==> config.mk <==
export PLATFORM = sky130hd
export DESIGN_NAME = apr_top
export DESIGN_NICKNAME = d
export VERILOG_FILES = /design/src/rtl/apr_pkg.sv /design/src/rtl/apr_doze_timer.sv /design/src/rtl/apr_top.sv
export VERILOG_INCLUDE_DIRS = /design/src /design/src/rtl
export SDC_FILE = /design/constraint.sdc
export NUM_CORES = 1
export LEC_CHECK = 0
export ABC_CLOCK_PERIOD_IN_PS = 8600
export BUFFER_PORTS_ARGS = -buffer_cell sky130_fd_sc_hd__buf_4
export CORE_MARGIN = 1
export CORE_UTILIZATION = 50
export CTS_CLUSTER_DIAMETER = 200
export DETAILED_ROUTE_END_ITERATION = 7
export PLACE_DENSITY = 0.7
export SYNTH_ARGS = -nofsm -noshare
export SYNTH_HDL_FRONTEND = slang
export SYNTH_HIERARCHICAL = 1
export SYNTH_SLANG_ARGS = --single-unit
==> constraint.sdc <==
create_clock -name I_REF_CLK -period 8.6 [get_ports I_REF_CLK]
set_input_delay 0.86 -clock I_REF_CLK [delete_from_list [all_inputs] [get_ports I_REF_CLK]]
set_output_delay 0.86 -clock I_REF_CLK [all_outputs]
set_load 0.01 [all_outputs]
==> src/rtl/apr_defines.svh <==
// Offsets, field positions, reset values and timing counts of the range and power config block
`ifndef APR_DEFINES_SVH
`define APR_DEFINES_SVH

// Register indices; byte address is four times the index
`define APR_IDX_FIFO_STAT 6'h0e
`define APR_IDX_GSCALE 6'h0f
`define APR_IDX_CUTOFF 6'h10
`define APR_IDX_POWER 6'h11
`define APR_IDX_DOZE 6'h12
`define APR_IDX_FIFO_CLR 6'h20
`define APR_IDX_IRQ_STAT 6'h21
`define APR_IDX_IRQ_MASK 6'h22

// Reset values and writable bits
`define APR_GSCALE_RST 8'h03
`define APR_CUTOFF_RST 8'h0f
`define APR_POWER_RST 8'h00
`define APR_DOZE_RST 8'h00
`define APR_GSCALE_MASK 8'h0f
`define APR_CUTOFF_MASK 8'h1f
`define APR_POWER_MASK 8'hff
`define APR_DOZE_MASK 8'h60

// Field positions
`define APR_OVR_BIT 7
`define APR_VARIANT_BIT 6
`define APR_TIMEBASE_BIT 5
`define APR_PWR_DEEP_CODE 3'b001

// G-scale codes
`define APR_GS_2G 4'h3
`define APR_GS_4G 4'h5
`define APR_GS_8G 4'h8
`define APR_GS_16G 4'hc

// Interrupt status bits
`define APR_EV_OVERRUN 0
`define APR_EV_FRAME 1
`define APR_EV_WAKE 2
`define APR_EV_ILLEGAL 3

// Timing
`define APR_FIFO_DEPTH 32
`define APR_CLK_PERIOD_NS 100
`define APR_SLEEP_UNIT_NS 500000
`define APR_SLEEP_UNIT_CYC (`APR_SLEEP_UNIT_NS / `APR_CLK_PERIOD_NS)
`define APR_SLOW_WR_NS 2000
`define APR_SLOW_WR_CYC ((`APR_SLOW_WR_NS + `APR_CLK_PERIOD_NS - 1) / `APR_CLK_PERIOD_NS)

`endif

==> src/rtl/apr_pkg.sv <==
// Types of the range and power config block
package apr_pkg;

	typedef enum logic [2:0] {
		APR_PWR_RUN,
		APR_PWR_DEEP,
		APR_PWR_DUTY,
		APR_PWR_HALT,
		APR_PWR_ILLEGAL
	} apr_pwr_t;

	typedef enum logic [1:0] {APR_G2, APR_G4, APR_G8, APR_G16} apr_grange_t;

	typedef enum logic [1:0] {APR_BUS_IDLE, APR_BUS_WAIT, APR_BUS_ACK} apr_bus_t;

	typedef struct packed {
		logic [7:0] gscale;
		logic [7:0] cutoff;
		logic [7:0] power;
		logic [7:0] doze;
		logic overrun;
		logic [6:0] frames;
		logic [3:0] irq_stat;
		logic [3:0] irq_mask;
		logic irq;
		apr_bus_t bus;
		logic [7:0] wait_cnt;
		logic ack;
		logic [31:0] rdat;
		apr_pwr_t pwr;
		apr_grange_t grange;
		logic [3:0] cutoff_idx;
		logic fifo_open;
		logic equi;
	} apr_state_t;

	typedef struct packed {
		logic [23:0] cnt;
		logic waiting;
		logic tick;
	} apr_timer_t;

endpackage

==> src/rtl/apr_doze_timer.sv <==
// Sleep phase timer of the duty-cycled power state
`timescale 1ns/1ps
`default_nettype none
`include "apr_defines.svh"

module apr_doze_timer
	import apr_pkg::*;
#(
	parameter int UNIT_CYC = `APR_SLEEP_UNIT_CYC
) (
	input wire logic i_clk, // Clock
	input wire logic i_resetn, // Synchronous reset, active low
	input wire logic i_run, // Duty-cycled state active
	input wire logic i_equi, // Equidistant time-base selected
	input wire logic i_meas_done, // Active phase finished
	input wire logic [3:0] i_code, // Sleep length code
	output logic o_tick // Wake pulse
);

	apr_timer_t r;
	apr_timer_t n;

	// Sleep length in cycles, in units of half a millisecond
	function automatic logic [23:0] sleep_cycles(input logic [3:0] code);
		logic [11:0] units;
		units = 12'h001;
		case (code)
			4'h6: units = 12'h002;
			4'h7: units = 12'h004;
			4'h8: units = 12'h008;
			4'h9: units = 12'h00c;
			4'ha: units = 12'h014;
			4'hb: units = 12'h032;
			4'hc: units = 12'h064;
			4'hd: units = 12'h0c8;
			4'he: units = 12'h3e8;
			4'hf: units = 12'h7d0;
			default: units = 12'h001;
		endcase
		sleep_cycles = 24'(units * UNIT_CYC);
	endfunction

	always_comb begin
		n = r;
		n.tick = 1'b0;
		if (!i_run) begin
			n.cnt = 24'h000000;
			n.waiting = 1'b0;
		end else if (r.waiting) begin
			// Event-driven: next sleep starts once the active phase ends
			if (i_meas_done) begin
				n.waiting = 1'b0;
				n.cnt = 24'h000000;
			end
		end else if (r.cnt >= sleep_cycles(i_code) - 24'h000001) begin
			n.tick = 1'b1;
			n.cnt = 24'h000000;
			n.waiting = !i_equi;
		end else begin
			n.cnt = r.cnt + 24'h000001;
		end
	end

	always_ff @(posedge i_clk) begin
		if (!i_resetn) begin
			r <= '0;
		end else begin
			r <= n;
		end
	end

	assign o_tick = r.tick;
endmodule // apr_doze_timer

`default_nettype wire

==> src/rtl/apr_top.sv <==
// Range, filter and power configuration registers with FIFO fill status
//
// Behaviour
// Overrun flag sticky until FIFO config write
// Seven-bit frame count, zero when empty
// Count clears on full readout or config write
// G-scale codes 3,5,8,c select 2/4/8/16g
// Cutoff code maps 7.81 Hz up to 1000 Hz
// Three power bits decode run/deep/duty/halt/illegal
// Host requests only permitted power transitions; the bench also writes illegal codes, which raise APR_EV_ILLEGAL
// Four-bit code sets duty-cycle sleep length
// Host reprograms settings after deepest sleep
// Variant bit picks first or second variant
// First variant: FIFO closed, writes slowed
// Second variant: FIFO open, full-speed writes
// Time-base bit picks event or equidistant timing
// Even sample spacing only with equidistant time-base
// Writes to FIFO status register are ignored
//
// Local design decision: the Wishbone slave port.
`timescale 1ns/1ps
`default_nettype none
`include "apr_defines.svh"

module apr_top
	import apr_pkg::*;
#(
	parameter int HALF_MS_CYC = `APR_SLEEP_UNIT_CYC,
	parameter logic [6:0] FIFO_DEPTH = 7'(`APR_FIFO_DEPTH)
) (
	input wire logic I_REF_CLK, // 10 MHz clock
	input wire logic I_RESETN, // Synchronous reset, active low
	input wire logic I_WB_CYC, // Wishbone cycle
	input wire logic I_WB_STB, // Wishbone strobe
	input wire logic I_WB_WE, // Wishbone write enable
	input wire logic [7:0] I_WB_ADR, // Wishbone byte address
	input wire logic [3:0] I_WB_SEL, // Wishbone byte select
	input wire logic [31:0] I_WB_DAT, // Wishbone write data
	output logic O_WB_ACK, // Wishbone acknowledge
	output logic [31:0] O_WB_DAT, // Wishbone read data
	input wire logic I_FRAME_PUSH, // A frame enters the FIFO
	input wire logic I_FRAME_POP, // Host reads one frame out
	input wire logic I_MEAS_DONE, // Active measurement phase over
	output logic O_IRQ, // Level interrupt
	output logic [2:0] O_POWER_STATE, // Decoded power state
	output logic [1:0] O_GRANGE, // Selected g-range
	output logic [3:0] O_CUTOFF_IDX, // 0: 7.81 Hz .. 7: 1000 Hz
	output logic O_DOZE_VARIANT, // 0 first, 1 second variant
	output logic O_FIFO_ACCESS, // FIFO reachable by host
	output logic O_EQUIDISTANT, // Duty state on equidistant time-base
	output logic O_SAMPLE_TICK // Wake pulse of duty-cycled state
);

	apr_state_t r;
	apr_state_t n;
	logic do_acc;
	logic acc_wr;
	logic fifo_clr;
	logic stat_clr;
	logic ev_illegal;
	logic pop_ok;
	logic ovf;
	logic wake_tick;
	logic [3:0] events;
	logic [5:0] idx;
	logic [7:0] wdat;

	function automatic apr_pwr_t pwr_dec(input logic [2:0] bits);
		case (bits)
			3'b000: pwr_dec = APR_PWR_RUN;
			3'b001: pwr_dec = APR_PWR_DEEP;
			3'b010: pwr_dec = APR_PWR_DUTY;
			3'b100: pwr_dec = APR_PWR_HALT;
			default: pwr_dec = APR_PWR_ILLEGAL;
		endcase
	endfunction

	// Reserved codes keep the range in force
	function automatic apr_grange_t grange_dec(input logic [3:0] code, input apr_grange_t cur);
		case (code)
			`APR_GS_2G: grange_dec = APR_G2;
			`APR_GS_4G: grange_dec = APR_G4;
			`APR_GS_8G: grange_dec = APR_G8;
			`APR_GS_16G: grange_dec = APR_G16;
			default: grange_dec = cur;
		endcase
	endfunction

	function automatic logic [3:0] cutoff_dec(input logic [4:0] code);
		if (code[4] || code == 5'h0f) begin
			cutoff_dec = 4'h7;
		end else if (code <= 5'h08) begin
			cutoff_dec = 4'h0;
		end else begin
			cutoff_dec = code[3:0] - 4'h8;
		end
	endfunction

	function automatic logic [7:0] rd_byte(input logic [5:0] a, input apr_state_t s);
		case (a)
			`APR_IDX_FIFO_STAT: rd_byte = {s.overrun, s.frames};
			`APR_IDX_GSCALE: rd_byte = s.gscale;
			`APR_IDX_CUTOFF: rd_byte = s.cutoff;
			`APR_IDX_POWER: rd_byte = s.power;
			`APR_IDX_DOZE: rd_byte = s.doze;
			`APR_IDX_IRQ_STAT: rd_byte = {4'h0, s.irq_stat};
			`APR_IDX_IRQ_MASK: rd_byte = {4'h0, s.irq_mask};
			default: rd_byte = 8'h00;
		endcase
	endfunction

	apr_doze_timer #(
		.UNIT_CYC(HALF_MS_CYC)
	) u_timer (
		.i_clk(I_REF_CLK),
		.i_resetn(I_RESETN),
		.i_run(r.pwr == APR_PWR_DUTY),
		.i_equi(r.doze[`APR_TIMEBASE_BIT]),
		.i_meas_done(I_MEAS_DONE),
		.i_code(r.power[3:0]),
		.o_tick(wake_tick)
	);

	assign idx = I_WB_ADR[7:2];
	assign wdat = I_WB_DAT[7:0];

	always_comb begin
		n = r;
		n.ack = 1'b0;
		do_acc = 1'b0;
		case (r.bus)
			APR_BUS_IDLE: begin
				if (I_WB_CYC && I_WB_STB) begin
					if (I_WB_WE && !r.fifo_open) begin
						n.bus = APR_BUS_WAIT;
						n.wait_cnt = 8'(`APR_SLOW_WR_CYC - 1);
					end else begin
						do_acc = 1'b1;
					end
				end
			end
			APR_BUS_WAIT: begin
				if (r.wait_cnt == 8'h00) begin
					do_acc = 1'b1;
				end else begin
					n.wait_cnt = r.wait_cnt - 8'h01;
				end
			end
			APR_BUS_ACK: n.bus = APR_BUS_IDLE;
			default: n.bus = APR_BUS_IDLE;
		endcase
		if (do_acc) begin
			n.ack = 1'b1;
			n.bus = APR_BUS_ACK;
			n.rdat = {24'h000000, rd_byte(idx, r)};
		end
		acc_wr = do_acc && I_WB_WE && I_WB_SEL[0];
		stat_clr = do_acc && !I_WB_WE && idx == `APR_IDX_IRQ_STAT;
		fifo_clr = 1'b0;
		ev_illegal = 1'b0;

		if (acc_wr) begin
			case (idx)
				`APR_IDX_GSCALE: n.gscale = wdat & `APR_GSCALE_MASK;
				`APR_IDX_CUTOFF: n.cutoff = wdat & `APR_CUTOFF_MASK;
				`APR_IDX_DOZE: n.doze = wdat & `APR_DOZE_MASK;
				`APR_IDX_POWER: begin
					n.power = wdat & `APR_POWER_MASK;
					ev_illegal = pwr_dec(wdat[7:5]) == APR_PWR_ILLEGAL;
					// Deepest sleep loses the configuration
					if (wdat[7:5] == `APR_PWR_DEEP_CODE) begin
						n.gscale = `APR_GSCALE_RST;
						n.cutoff = `APR_CUTOFF_RST;
						n.doze = `APR_DOZE_RST;
					end
				end
				`APR_IDX_FIFO_CLR: fifo_clr = 1'b1;
				`APR_IDX_IRQ_MASK: n.irq_mask = wdat[3:0];
				default: ;
			endcase
		end

		// Frame accounting
		pop_ok = I_FRAME_POP && r.fifo_open && r.frames != 7'h00;
		ovf = I_FRAME_PUSH && !pop_ok && r.frames >= FIFO_DEPTH;
		n.overrun = (r.overrun && !fifo_clr) || ovf;
		if (fifo_clr) begin
			n.frames = I_FRAME_PUSH ? 7'h01 : 7'h00;
		end else if (I_FRAME_PUSH && !pop_ok && !ovf) begin
			n.frames = r.frames + 7'h01;
		end else if (pop_ok && !I_FRAME_PUSH) begin
			n.frames = r.frames - 7'h01;
		end

		events = 4'h0;
		events[`APR_EV_OVERRUN] = ovf;
		events[`APR_EV_FRAME] = I_FRAME_PUSH;
		events[`APR_EV_WAKE] = wake_tick;
		events[`APR_EV_ILLEGAL] = ev_illegal;
		n.irq_stat = (r.irq_stat & ~{4{stat_clr}}) | events;
		n.irq = |(n.irq_stat & n.irq_mask);

		n.pwr = pwr_dec(n.power[7:5]);
		n.grange = grange_dec(n.gscale[3:0], r.grange);
		n.cutoff_idx = cutoff_dec(n.cutoff[4:0]);
		n.fifo_open = n.doze[`APR_VARIANT_BIT] ||
			!(n.pwr == APR_PWR_HALT || n.pwr == APR_PWR_DUTY);
		n.equi = n.pwr == APR_PWR_DUTY && n.doze[`APR_TIMEBASE_BIT];
	end

	always_ff @(posedge I_REF_CLK) begin
		if (!I_RESETN) begin
			r <= '0;
			r.gscale <= `APR_GSCALE_RST;
			r.cutoff <= `APR_CUTOFF_RST;
			r.power <= `APR_POWER_RST;
			r.doze <= `APR_DOZE_RST;
			r.cutoff_idx <= 4'h7;
			r.fifo_open <= 1'b1;
		end else begin
			r <= n;
		end
	end

	assign O_WB_ACK = r.ack;
	assign O_WB_DAT = r.rdat;
	assign O_IRQ = r.irq;
	assign O_POWER_STATE = r.pwr;
	assign O_GRANGE = r.grange;
	assign O_CUTOFF_IDX = r.cutoff_idx;
	assign O_DOZE_VARIANT = r.doze[`APR_VARIANT_BIT];
	assign O_FIFO_ACCESS = r.fifo_open;
	assign O_EQUIDISTANT = r.equi;
	assign O_SAMPLE_TICK = wake_tick;
endmodule // apr_top

`default_nettype wire
# Word-level counts from Yosys, hierarchy flattened
# Memory sizes are Yosys's and may differ from the RTL's. A register that Yosys moved wholly into a read port is not among the register bits.
# Cells that the tools add are included.
# word_totals
memories	1
output_inout_bits	47
wordCells	170
in_bits	52
ram_bits	0
latch_bits	0
reg_bits	105
romBits	176
# mem_list
memory	depth	width	rd	rd_clocked_by_memory_dff	write_ports	line_no	rtl
(no name shown)	16	11	1	1	0	apr_doze_timer.sv:27	case (code)
# op_classes
n_div	0
n_lt_le_gt_ge	3
shifts	0
n_addsub	6
multipliers	1
bitwise_logic	7
n_mux	43
eq_ne	32
n_reduce_logical	50
# ops
cell	count
$pmux 8 s2	4
$pmux 8 s7	1
$mux 25	2
$mux 33	1
$mux 28	1
$add 24x1->24 const B	1
$ge 24x24->1	1
$mux 12	2
$mux 24	1
$mux 8	3
$pmux 3 s4	2
$sub 24x1->24 const B	1
$mul 12x10->21 const B	1
$mux 7	3
$mux 10	2
$eq 6x5->1 const B	3
$eq 6x6->1 const B	3
$mux 16	1
$mux 4	4
$eq 3x2->1 const B	5
$reduce_and 3->1	5
$logic_and 1x1->1	14
$eq 6x4->1 const B	2
$ne 2x2->1 const B	6
other kinds (38)	73

# Depth between registers and ports, before layout
# depth
word_depth	14
depth_mapped	33
mapped_depth_nobuf	31

# Hierarchy
# Netlist, hierarchy kept.
# modules_own_cells
mod	cells_each	area_each_um2	seq_area_each_um2	n_inst
apr_doze_timer	522	4145.2	520.5	1
apr_top	377	3497.1	1321.3	1

# Worst setup path before layout
# Ideal clock, no wire load.
# synth_timing
path_type	register -> register
startpoint	register, netlist name r[80]
endpoint	register u_timer/r[10] in the netlist's numbering
t_arrival_ns	6.891
path_stages_with_launch	34
setup_time_ns	0.095
t_required_ns	8.505
period_less_slack_ns	6.987
slack_ns	1.613
path_cell_list	dfxtp_1 -> ha_1 -> mux2i_1 -> nor2b_1 -> inv_1 -> fa_1 -> inv_1 -> ha_1 -> inv_1 -> fa_1 -> inv_1 -> ha_1 -> inv_1 -> fa_1 -> inv_1 -> ha_1 -> clkbuf_1 -> nand4_1 -> o22ai_1 -> a211o_1 -> o32a_1 -> xnor2_1 -> nand2b_1 -> nand2b_1 -> xor2_1 -> ha_1 -> a21o_1 -> a21o_1 -> a21oi_1 -> o221ai_1 -> nor2_1 -> nand2_1 -> buf_2 -> o311ai_1
# synth_rtl
element	line_no	rtl
end signal, assigned	apr_doze_timer.sv:68	r <= n;
end, declared	apr_doze_timer.sv:20	apr_timer_t r;

==> PnR_summary.wiki <==
{| class="wikitable"
! Metric !! Value
|-
| Row cnt || between 40 and 50
|-
| Initial detailed-routing violation count || 360
|-
| Worst Skew || around 0.0094 ns
|-
| Distinct cell type count of the synthesized netlist || 84
|-
| Most area-consuming cells after synthesis || dfxtp_1 24%, ha_1 15%, buf_4 4.0%
|-
| Part of the cycle the worst path needs || 93.0%
|-
| Clock H-tree levels || 3
|-
| Total placed instance area || between 7000 and 8000 um2
|-
| Critical path peak fanout || 16
|-
| Violated checks || DRC
|-
| Status || finished, violations left
|-
| Min-Delay Path Class || register to register
|-
| Actual transition at the worst max-transition pin || 0.903 ns
|-
| PwrDens || between 100 and 150 nW/um2
|-
| Proportion of register bits with asynchronous set or reset after synthesis || 0%
|-
| Most common flop cell mapped by yosys || dfxtp_1
|-
| Total Wirelength || 16.1 mm
|-
| Largest area contributor in the netlist || dfxtp_1
|-
| Critical path start-end classification || register to register
|-
| Horizontal extent of the die || between 100 and 150 um
|-
| Levels on crit path || 28
|-
| Y dimension of the die || about 130 um
|-
| Worst Hold Margin || between 0.4 and 0.5 ns
|-
| Static Leakage || approximately 3.9 nW
|-
| Root cell of the clock tree || clkbuf_16
|-
| Die area || between 15,000 and 20,000 um2
|-
| Worst EP required || ~8.8 ns
|-
| Largest net degree at the start of global routing || 48
|-
| Final-stage net count || 1,081
|-
| Crit-path most repeated cell || ha_1
|-
| P&R area growth vs syn || 8.06%
|-
| Post-route total power || approximately 1.0 mW
|-
| Number of hold violations in the final report || 0
|-
| ANT cells || 0
|-
| Gp weighted congestion || 0.835
|-
| Final HPWL from detailed placement || approximately 13 mm
|-
| FF/Latch Area || approximately 1800 um2
|-
| Placement-stage worst setup slack || 0.612 ns
|-
| Register bit count reported by yosys || 92
|-
| Layout Utilization || 56.2%
|-
| Setup TNS Final || 0 ns
|-
| Crit path max-delay cell type || nor3_2
|-
| Max-cap violation count || 0
|-
| Critical path capture point type || register
|-
| Mean routed wirelength per cell || between 10 and 15 um
|-
| Maximum clock rate || approximately 0.12 GHz
|-
| CP bufs+invs || 5
|-
| Average via count per standard cell || around 5.6
|-
| Count of nets left with antenna violations after detail routing || 0
|-
| Clock buffer count from CTS || 9
|-
| Total global-route track usage || approximately a fifth
|-
| Latest clock arrival within the worst-skew pair || between 0.3 and 0.4 ns
|-
| Number of remaining DRC errors || 2
|-
| Syn Std Cell Area || ~7600 um2
|-
| Total non-filler cell area in the finished layout || between 8000 and 9000 um2
|-
| Delay of the slowest cell on the worst path || roughly 0.78 ns
|-
| Count of filler cells inserted in the layout || ~1.4k
|-
| Number of non-filler instances in the completed layout || approximately 1.1k
|-
| Starting Density || 52.0%
|-
| Clock tree from TritonCTS || built
|-
| Post-CTS Hold Buffers || 0
|-
| Multi-input combinational cell area || between 5000 and 6000 um2
|-
| Final setup margin || roughly 0.6 ns
|-
| Max-slew headroom at the worst pin || around two fifths
|-
| Count of final setup violators || 0
|-
| Core outline area || 14,700 um2
|-
| Post-cts resize count || 0
|-
| Postcts setup bufs || 0
|-
| CTS Buffer Depth || 2
|-
| Cell depth of the worst hold path || 2
|-
| RSZ-0062 raised after global routing || false
|-
| Number of max-slew violations in the final report || 0
|-
| Port bufs || 45
|-
| Post-layout min period || between 8 and 9 ns
|-
| Area fraction of the dominant cell type after synthesis || around a quarter
|-
| Kind of start point of the critical path || register
|-
| Vias in the first global route || roughly 6k
|-
| Clock tree sinks || 92
|-
| Family with the most delay on the worst path || adder cells
|-
| EDFF count, synth || 0
|-
| Sequential element share of the synthesized area || between 20 and 25%
|-
| Instance count after placement with tap cells included || about 1.1k
|-
| Antenna violations before repair || 0
|-
| Global-route wire length before repair || 27.6 mm
|-
| Clock-pin transition on the worst setup and hold timing paths || approximately 0.070 ns
|-
| Ratio of cells with drive above 1 in the final layout || 10.5%
|-
| Number of warning messages in the yosys log || 6
|-
| Grt total ovfl || 0
|-
| Io pins || a little under 100
|-
| Mean instance size in the synthesized netlist || 8.50 um2
|-
| Peak VDD IR || ~0.19 mV
|-
| CP arrival || between 8 and 9 ns
|-
| Worst reg-to-reg path cell count || 28
|-
| Cell count after synthesis || around 900
|-
| Number of optimization iterations in the first detailed-route pass || 7
|-
| Total via count in the routed design || 6,207
|}
==> cells in the final DEF (no fill, tap or decap), types with 15 or more instances in the layout <==
master / instances
ha_1: 93
dfxtp_1: 92
inv_1: 81
nand2_1: 79
buf_4: 53
nor2_1: 49
nand3_1: 39
a21oi_1: 36
xnor2_1: 30
a21o_1: 27
conb_1: 25
o21ai_0: 25
and3_1: 23
nor2b_1: 23
mux2i_1: 21
xor2_1: 16
fa_1: 15
==> worst reg2reg max path, delay by kind of cell (launching register included) <==
kind | cells | cell delay (ns)
buf+inv | 5 | 0.98
xor+xnor | 2 | 0.37
simple gates | 7 | 1.93
compound gates | 7 | 1.59
flops | 1 | 0.65
fa+ha+maj | 7 | 2.39
==> final cells by class <==
type                       instances  area share, %
tap                              184           2.79
multi-input combinational        684           62.5
sequential                        92           22.3
inverter                          81           3.68
clock inverter                     6           1.15
timing repair buffer              53           4.82
clock buffer                      10           2.77
==> flip-flops by register name (all words and copies together), names as in the netlist <==
| name | count |
|---|---|
| u_timer/r | 25 |
| O_WB_ACK | 1 |
| O_POWER_STATE | 3 |
| O_FIFO_ACCESS | 1 |
| O_CUTOFF_IDX | 4 |
| O_GRANGE | 2 |
| u_timer/o_tick | 1 |
| O_IRQ | 1 |
| O_WB_DAT | 8 |
| O_EQUIDISTANT | 1 |
| O_DOZE_VARIANT | 1 |
| r | 44 |
==> where the power goes <==
group	leakage, nW	switching, mW	total, mW	internal (mW)
sequential	0.744	0.0190	0.458	0.439
combinational	2.96	0.0826	0.156	0.0738
clock	0.158	0.171	0.429	0.258
==> synthesized netlist by cell type, types with 4 or more instances <==
| master | instances |
|---|---|
| a21boi_0 | 5 |
| a21o_1 | 27 |
| a21oi_1 | 36 |
| a221o_1 | 4 |
| a222oi_1 | 9 |
| a22o_1 | 6 |
| a31oi_1 | 4 |
| and2_1 | 10 |
| and3_1 | 23 |
| and4_1 | 4 |
| buf_2 | 8 |
| buf_4 | 41 |
| clkbuf_1 | 14 |
| dfxtp_1 | 92 |
| fa_1 | 15 |
| ha_1 | 93 |
| inv_1 | 81 |
| mux2i_1 | 21 |
| nand2_1 | 79 |
| nand2b_1 | 6 |
| nand3_1 | 39 |
| nand3b_1 | 4 |
| nand4_1 | 8 |
| nor2_1 | 49 |
| nor2b_1 | 23 |
| nor3_1 | 7 |
| nor3b_1 | 4 |
| nor4_1 | 5 |
| o21ai_0 | 25 |
| o21ai_1 | 6 |
| o221ai_1 | 5 |
| o22ai_1 | 4 |
| o311ai_1 | 12 |
| or2_2 | 8 |
| xnor2_1 | 30 |
| xor2_1 | 16 |
==> cell families after synthesis <==
logic type,count (synthesis),synth area share [%]
AND/OR/NAND/NOR,304,21.7
AO/OA/AOI/OAI,178,17.1
buffers and inverters,147,9.56
adder cells (fa/ha/maj),109,19.3
flip-flops,92,24.1
XOR/XNOR,46,5.27
multiplexers,22,2.93
other,1,0.0491
==> layer usage <==
layer,wire length (um),track usage [%]
met1,7550,27.2
met2,7620,36.1
met3,487,3.27
met4,453,8.54
met5,0,0
==> path summary, 6_finish.rpt <==
kind,from,to,slack [ns]
worst max-delay path,r[81],u_timer/r[8],0.60
worst min-delay path,O_WB_DAT[5],O_WB_DAT[5],0.46
worst max register to register,r[81],u_timer/r[8],0.60
worst min register to register,O_WB_DAT[5],O_WB_DAT[5],0.46
Power figures use the tool's default switching activity.
